File: src/inc/omc_pkg.sv
// Shared constants and types for the output macrocell configuration block
package omc_pkg;

	localparam int unsigned OMC_CELLS = 8;
	localparam int unsigned OMC_TERMS = 8;
	localparam int unsigned OMC_DED_PINS = 2;

	// Outer cells lend their feedback to the dedicated pins in simple and complex mode
	localparam int unsigned OMC_OUTER_LO = 0;
	localparam int unsigned OMC_OUTER_HI = 7;
	// Inner cells are forced outputs in simple mode
	localparam int unsigned OMC_INNER_LO = 3;
	localparam int unsigned OMC_INNER_HI = 4;

	// Index of the product term that becomes the tri-state enable
	localparam int unsigned OMC_OE_TERM = 0;

	// Dedicated pin positions on the dedicated input vector
	localparam int unsigned OMC_DED_CLK = 0;
	localparam int unsigned OMC_DED_OE = 1;

	typedef enum logic [1:0] {
		OMC_MODE_SIMPLE = 2'h0,
		OMC_MODE_COMPLEX = 2'h1,
		OMC_MODE_REGISTERED = 2'h2
	} omc_mode_t;

	// Polarity bit value that inverts the cell output
	localparam logic OMC_POL_INVERT = 1'h1;
	// Cell architecture bit value that selects the input/output function
	localparam logic OMC_ARCH_IO = 1'h1;
	// Synchronous-select and global architecture codes
	localparam logic [1:0] OMC_CODE_SIMPLE = 2'h2;
	localparam logic [1:0] OMC_CODE_COMPLEX = 2'h3;
	localparam logic [1:0] OMC_CODE_REGISTERED = 2'h1;

	localparam logic OMC_OE_N_DRIVE = 1'h0;
	localparam logic OMC_OE_N_FLOAT = 1'h1;

endpackage

File: src/hw/omc_top.sv
// Output macrocell configuration and data path for eight cells
`timescale 1ns/1ps
`default_nettype none
module omc_top
	import omc_pkg::*;
#(
	parameter int unsigned CELLS = OMC_CELLS,
	parameter int unsigned TERMS = OMC_TERMS
) (
	// Clock and reset
	input wire logic ref_clk_i,
	input wire logic arst_n_i,
	// Configuration bits
	input wire logic synchronous_select_bit_i,
	input wire logic global_architecture_bit_i,
	input wire logic [CELLS-1:0] polarity_bit_i,
	input wire logic [CELLS-1:0] cell_architecture_bit_i,
	// Product terms, cell c at bits c*TERMS up
	input wire logic [CELLS*TERMS-1:0] product_terms_i,
	// Pins
	input wire logic clk_pin_i,
	input wire logic oe_pin_n_i,
	input wire logic [CELLS-1:0] cell_pin_i,
	output logic [CELLS-1:0] cell_pin_o,
	output logic [CELLS-1:0] cell_pin_oe_n_o,
	// Into the array
	output logic [CELLS-1:0] feedback_o,
	output logic [OMC_DED_PINS-1:0] dedicated_in_o,
	output logic [1:0] mode_o
);
	// Whole block state, filled by one comb process
	typedef struct packed {
		// Pin synchronisers
		logic clk_s1;
		logic clk_s2;
		logic clk_prev;
		logic oe_n_s1;
		logic oe_n_s2;
		logic [CELLS-1:0] pin_s1;
		logic [CELLS-1:0] pin_s2;
		// Cell registers and output stages
		logic [CELLS-1:0] cell_q;
		logic [CELLS-1:0] pin_out;
		logic [CELLS-1:0] pin_oe_n;
		// Array-side copies
		logic [CELLS-1:0] fb;
		logic [OMC_DED_PINS-1:0] ded;
		logic [1:0] mode;
	} omc_state_t;

	omc_state_t st_ff;
	omc_state_t nxt_st;
	logic rst_s1_ff;
	logic rst_n_ff;
	omc_mode_t mode;
	logic [CELLS-1:0] sum;
	logic [CELLS-1:0] oe_term;
	logic [CELLS-1:0] term_is_oe;
	logic [CELLS-1:0] is_reg;

	// Unused code maps to simple so a blank part drives no registers
	function automatic omc_mode_t decode_mode(input logic sync_sel, input logic glob_arch);
		unique case ({sync_sel, glob_arch})
			OMC_CODE_COMPLEX: decode_mode = OMC_MODE_COMPLEX;
			OMC_CODE_REGISTERED: decode_mode = OMC_MODE_REGISTERED;
			default: decode_mode = OMC_MODE_SIMPLE;
		endcase
	endfunction

	// Polarity is the last stage in every mode
	function automatic logic apply_pol(input logic val, input logic pol);
		apply_pol = val ^ (pol == OMC_POL_INVERT);
	endfunction

	// Enable term high drives the pin, low leaves it to the board
	function automatic logic term_oe_n(input logic term);
		term_oe_n = term ? OMC_OE_N_DRIVE : OMC_OE_N_FLOAT;
	endfunction

	// Reset asserts at once and lifts two edges after the pin
	always_ff @(posedge ref_clk_i or negedge arst_n_i) begin
		if (!arst_n_i) begin
			rst_s1_ff <= 1'b0;
			rst_n_ff <= 1'b0;
		end else begin
			rst_s1_ff <= 1'b1;
			rst_n_ff <= rst_s1_ff;
		end
	end

	assign mode = decode_mode(synchronous_select_bit_i, global_architecture_bit_i);

	// Per-cell term summing; registers keep all eight terms
	genvar c;
	generate
		for (c = 0; c < CELLS; c++) begin : g_cell
			assign is_reg[c] = (mode == OMC_MODE_REGISTERED) &&
				(cell_architecture_bit_i[c] != OMC_ARCH_IO);
			assign term_is_oe[c] = (mode != OMC_MODE_SIMPLE) && !is_reg[c];
			omc_term_sum #(
				.TERMS(TERMS)
			) u_sum (
				.terms_i(product_terms_i[c*TERMS +: TERMS]),
				.term_is_oe_i(term_is_oe[c]),
				.sum_o(sum[c]),
				.oe_term_o(oe_term[c])
			);
		end
	endgenerate

	always_comb begin
		logic clk_rise;
		logic forced_out;
		logic inner;
		clk_rise = 1'b0;
		forced_out = 1'b0;
		inner = 1'b0;
		nxt_st = st_ff;
		// Two-flop synchronisers for every pin input
		nxt_st.clk_s1 = clk_pin_i;
		nxt_st.clk_s2 = st_ff.clk_s1;
		nxt_st.clk_prev = st_ff.clk_s2;
		nxt_st.oe_n_s1 = oe_pin_n_i;
		nxt_st.oe_n_s2 = st_ff.oe_n_s1;
		nxt_st.pin_s1 = cell_pin_i;
		nxt_st.pin_s2 = st_ff.pin_s1;
		nxt_st.mode = mode;
		// Edge taken from the second stage, never the first
		clk_rise = st_ff.clk_s2 && !st_ff.clk_prev;
		for (int i = 0; i < CELLS; i++) begin
			inner = (i == OMC_INNER_LO) || (i == OMC_INNER_HI);
			if (is_reg[i] && clk_rise) begin
				nxt_st.cell_q[i] = sum[i];
			end
			// Mode sets the enable source and feedback route
			unique case (mode)
				OMC_MODE_REGISTERED: begin
					if (is_reg[i]) begin
						nxt_st.pin_out[i] = apply_pol(st_ff.cell_q[i], polarity_bit_i[i]);
						nxt_st.pin_oe_n[i] = st_ff.oe_n_s2;
						nxt_st.fb[i] = st_ff.cell_q[i];
					end else begin
						nxt_st.pin_out[i] = apply_pol(sum[i], polarity_bit_i[i]);
						// A low enable term leaves the pin a pure input
						nxt_st.pin_oe_n[i] = term_oe_n(oe_term[i]);
						nxt_st.fb[i] = st_ff.pin_s2[i];
					end
				end
				OMC_MODE_COMPLEX: begin
					nxt_st.pin_out[i] = apply_pol(sum[i], polarity_bit_i[i]);
					nxt_st.pin_oe_n[i] = term_oe_n(oe_term[i]);
					if (i == OMC_OUTER_HI) begin
						nxt_st.fb[i] = st_ff.clk_s2;
					end else if (i == OMC_OUTER_LO) begin
						nxt_st.fb[i] = st_ff.oe_n_s2;
					end else begin
						nxt_st.fb[i] = st_ff.pin_s2[i];
					end
				end
				default: begin
					forced_out = inner || (cell_architecture_bit_i[i] != OMC_ARCH_IO);
					nxt_st.pin_out[i] = apply_pol(sum[i], polarity_bit_i[i]);
					nxt_st.pin_oe_n[i] = forced_out ? OMC_OE_N_DRIVE : OMC_OE_N_FLOAT;
					// Inner pins feed nothing; neighbours shift inward
					if (i == OMC_OUTER_LO) begin
						nxt_st.fb[i] = st_ff.oe_n_s2;
					end else if (i == OMC_OUTER_HI) begin
						nxt_st.fb[i] = st_ff.clk_s2;
					end else if (i <= OMC_INNER_LO) begin
						nxt_st.fb[i] = st_ff.pin_s2[i-1];
					end else begin
						nxt_st.fb[i] = st_ff.pin_s2[i+1];
					end
				end
			endcase
		end
		// Dedicated pins reach the array only outside registered mode
		if (mode == OMC_MODE_REGISTERED) begin
			nxt_st.ded = '0;
		end else begin
			nxt_st.ded[OMC_DED_CLK] = st_ff.clk_s2;
			nxt_st.ded[OMC_DED_OE] = st_ff.oe_n_s2;
		end
	end

	// Pins released in reset so the board never sees a stray drive
	always_ff @(posedge ref_clk_i or negedge rst_n_ff) begin
		if (!rst_n_ff) begin
			st_ff <= '0;
			st_ff.pin_oe_n <= '1;
		end else begin
			st_ff <= nxt_st;
		end
	end

	// All outputs come straight from the state register
	assign cell_pin_o = st_ff.pin_out;
	assign cell_pin_oe_n_o = st_ff.pin_oe_n;
	assign feedback_o = st_ff.fb;
	assign dedicated_in_o = st_ff.ded;
	assign mode_o = st_ff.mode;
endmodule
`default_nettype wire

File: src/hw/omc_term_sum.sv
// Product-term summing for one output macrocell
`timescale 1ns/1ps
`default_nettype none
module omc_term_sum
	import omc_pkg::*;
#(
	parameter int unsigned TERMS = OMC_TERMS
) (
	// Product terms from the array
	input wire logic [TERMS-1:0] terms_i,
	// One term steers the tri-state enable instead of the logic
	input wire logic term_is_oe_i,
	// Results
	output logic sum_o,
	output logic oe_term_o
);
	logic [TERMS-1:0] mask;

	always_comb begin
		mask = '1;
		if (term_is_oe_i) begin
			mask[OMC_OE_TERM] = 1'b0;
		end
		sum_o = |(terms_i & mask);
		oe_term_o = terms_i[OMC_OE_TERM];
	end
endmodule
`default_nettype wire

File: config.mk
export PLATFORM = sky130hd
export DESIGN_NAME = omc_top
export DESIGN_NICKNAME = d
export VERILOG_FILES = /design/src/inc/omc_pkg.sv /design/src/hw/omc_top.sv /design/src/hw/omc_term_sum.sv
export SDC_FILE = /design/constraint.sdc
export NUM_CORES = 1
export LEC_CHECK = 0
export ABC_CLOCK_PERIOD_IN_PS = 2500
export BUFFER_PORTS_ARGS = -buffer_cell sky130_fd_sc_hd__buf_4
export CAP_MARGIN = 10
export CORE_ASPECT_RATIO = 0.9
export CORE_UTILIZATION = 48
export DETAILED_ROUTE_END_ITERATION = 8
export GPL_TIMING_DRIVEN = 0
export HOLD_SLACK_MARGIN = 0.12
export PLACE_DENSITY = 0.84
export SYNTH_ARGS = -nofsm -noshare
export SYNTH_HDL_FRONTEND = slang
export SYNTH_SLANG_ARGS = --single-unit
File: constraint.sdc
create_clock -name ref_clk_i -period 2.5 [get_ports ref_clk_i]
set_clock_uncertainty 0.2 [all_clocks]
set_input_delay 0.25 -clock ref_clk_i [delete_from_list [all_inputs] [get_ports ref_clk_i]]
set_output_delay 0.25 -clock ref_clk_i [all_outputs]
set_load 0.02 [all_outputs]
==> qor.yml <==
die:
  num_io_pins: 122
  start_util_pct: 50.7
  rows: 26
  design.core.area_sq_mm: 0.00576
  dieHeight_um: 76.0
  fp.dieArea_sq_mm: 0.00639
  die_w_um: 84.2
routing:
  wire_per_inst_um: 16.8
  dr.pass1.iters: 7
  dr.first_iter.drc_count: 215
  finalWirelength_um: 8780
  ant_nets: 0
  viasPerCell: 5.38
  via_count: 2821
  route.detailed.drc: 20
yosys:
  syn_area_sq_mm: 0.00292
  synth_flop_cell: "dfrtp_1"
  synth_edf_count: 0
  synth.top_cell.area_share_pct: 43.8
  async_reset_ff_share_pct: 100
  syn_nets: 351
  ys_types: 39
  ys_seq_area_share_pct: 51.0
  ys_warn_count: 0
  ys_seq_elements: 59
  synthCells: 257
  ys_top_cells_by_area: "dfrtp_1 44%, buf_4 7.2%, dfstp_2 7.2%, mux2i_1 4.1%, mux2_2 3.9%"
  syn_area_per_cell_sq_um: 11.3
  synth_top_area_cell: "dfrtp_1"
power_and_ir_drop:
  finalPower_mw: 2.52
  leakage_nw: 2.17
  p_switching_mw: 0.726
  intPower_mw: 1.79
  clkPwrFrac_pct: 32.4
  p_per_area_mw_per_mm2: 534
  power_frac_seq_pct: 43.5
  p_comb_share_pct: 24.1
  vdd_drop_max_v: 0.000494
  p_sw_share_pct: 28.8
run_status:
  violations: "DRC"
  outcome: "complete, but fails checks"
timing:
  relSlewSlack_pct: 61.0
  hold_viol: 0
  clock.fmax_ghz: 0.412
  tightest_slew_ns: 0.583
  finalCriticalPeriod_ns: 2.43
  rsz0062_at_grt: "false"
  min_period_over_period_pct: 97.1
  slew_violations: 0
  setup_viol: 0
placement:
  place_congestion: 0.804
  dp_hpwl_um: 5360
  io_buffers: 120
clock_network:
  cts_buffer_depth: 2
  clk_latency_ns: 0.35
  cts_hold_buf: 60
  htreeDepth: 3
  cts_buffers: 9
  cts_root_buf: "clkbuf_8"
  clk_pin_slew_ns: 0.07
  postCtsSetupBuffers: 0
  cts_resized: 0
  cts.sinks: 59
  cts_tree: "done"
final_layout:
  area_growth_syn_to_layout_pct: 61.6
  drive_above_1_share_pct: 43.8
  post-route-util_pct: 81.9
  nets: 543
  diodes: 0
worst_setup_path:
  critPathLaunchType: "input port"
  end_kind: "register"
  path_max_fanout: 10
  arrival_ns: 2.50
  cp_top_family: "buffers and inverters"
  slowest_delay_ns: 0.57
  cp_data_required_time_ns: 2.57
  path_cells: "buf_4 > clkbuf_1 > clkbuf_1 > o21ai_0 > dlygate4sd3_1 > o311a_1 > dlygate4sd3_1"
  path_class: "in2reg"
  cp_slowest_cell: "dlygate4sd3_1"
  path_buf_inv: 5
job:
  drv_cap: 0
grt:
  antenna_found_initial: 0
  grt_pass1_vias: 2929
  grt_max_degree: 43
  grt_pass1_wl_um: 14300
  grt-ovfl-total: 0
  grt_use_total_pct: 29.5
worst_hold_path:
  hp-class: "in2reg"
-- registers in the layout, summed over array words and instances (netlist names), 2 cells and up --
register         cells
nxt_st              11
dedicated_in_o       2
mode_o               2
cell_pin_o           8
st_ff               18
cell_pin_oe_n_o      8
feedback_o           8
-- worst min-delay path, cell delays in order --
cell and delay (ns):
buf_4 0.08, or3_4 0.11, o211ai_1 0.07, o311a_1 0.12
-- synth_stat cells (5+ instances only) --
library cell,number
or4b_1,6
a21oi_1,16
and3b_1,5
mux2i_1,12
mux2_2,10
nor2_1,18
dfstp_2,8
a31oi_1,10
nor3_1,10
buf_2,7
dfrtp_1,51
xnor2_1,6
o311a_1,6
inv_1,5
buf_4,28
-- cells in the final DEF, fill, tap and decap left out, types with 3 or more instances in the layout --
cell type and n:
or4_4 4, nor3_1 10, dlygate4sd3_1 60, nand3b_1 3, dfrtp_1 50, a31oi_1 10, nand2b_1 4, clkinv_4 3
and3b_1 5, or2_0 4, o211ai_1 4, dfstp_2 8, or4b_1 6, mux2_2 10, or3_4 4, buf_2 7
nor2_1 18, inv_1 5, and2_1 3, a21oi_1 16, clkbuf_8 10, mux2i_1 12, o311a_1 6, buf_4 148
xnor2_1 6, clkbuf_1 3
-- layer usage --
layer | global-route usage (%) | vias up | part of all wire (%)
li1 | - | 1303 | -
met1 | 35.1 | 1339 | 38
met2 | 52.0 | 162 | 51
met3 | 8.17 | 17 | 8.7
met4 | 8.79 | 0 | 1.9
met5 | 0 | - | 0
-- per-stage QoR --
step	cell area (sq um)	TNS, ns	setup slack, ns	hold WS [ns]	instances
final	4710	0	0.0719	0.125	524
after detailed placement	3930	0	0.581	-0.166	448
after floorplan	2920	0	0.550	-0.246	257
after global placement	3910	-1.15	-0.0259	-0.168	447
after CTS	4710	0	0.145	0.125	524
after global routing	4710	0	0.00170	0.126	524
-- path summary, 6_finish.rpt --
path,from,endpoint,slack [ns],cells after the start
worst max register to register,st_ff[29],cell_pin_o[1],0.30,4
worst min-delay path,product_terms_i[34],cell_pin_o[4],0.12,4
worst min register to register,rst_n_ff,cell_pin_oe_n_o[1],0.15,0
min in group asynchronous,rst_n_ff,cell_pin_oe_n_o[1],0.15,0
max in group asynchronous,rst_n_ff,cell_pin_o[5],0.92,1
worst max-delay path,synchronous_select_bit_i,cell_pin_oe_n_o[4],0.07,7
-- kinds of logic (layout without fill, tap and decap cells) --
kind of cell           count (synthesis)  count (layout)  share of synthesized area [%]
XOR/XNOR                               8               8                           2.40
flip-flops                            59              59                           51.0
other                                  1               1                          0.129
AO/OA/AOI/OAI                         51              51                           12.3
AND/OR/NAND/NOR                       73              73                           16.8
multiplexers                          22              22                           7.98
buffers and inverters                 43             240                           9.44
-- power groups by stage --
stage	Sequential, mW	Combinational (mW)	Clock, mW
final	1.10	0.607	0.816
after detailed placement	1.11	0.505	0
after global placement	1.12	0.473	0
after global routing	1.10	0.650	0.873
after CTS	1.09	0.594	0.815
after floorplan	1.10	0.268	0
-- cell type report --
type                    instances  area (sq um)
repair buffers                181          1520
flip-flops and latches         59          1490
multi-input cells             155          1150
fillers                       343          1040
plain buffers                  38           256
clock buffers                  10           138
well taps                      70          87.6
clock inverters                 6          50.0
inverters                       5          18.8
Note: power is estimated with default switching activity, not from simulation.
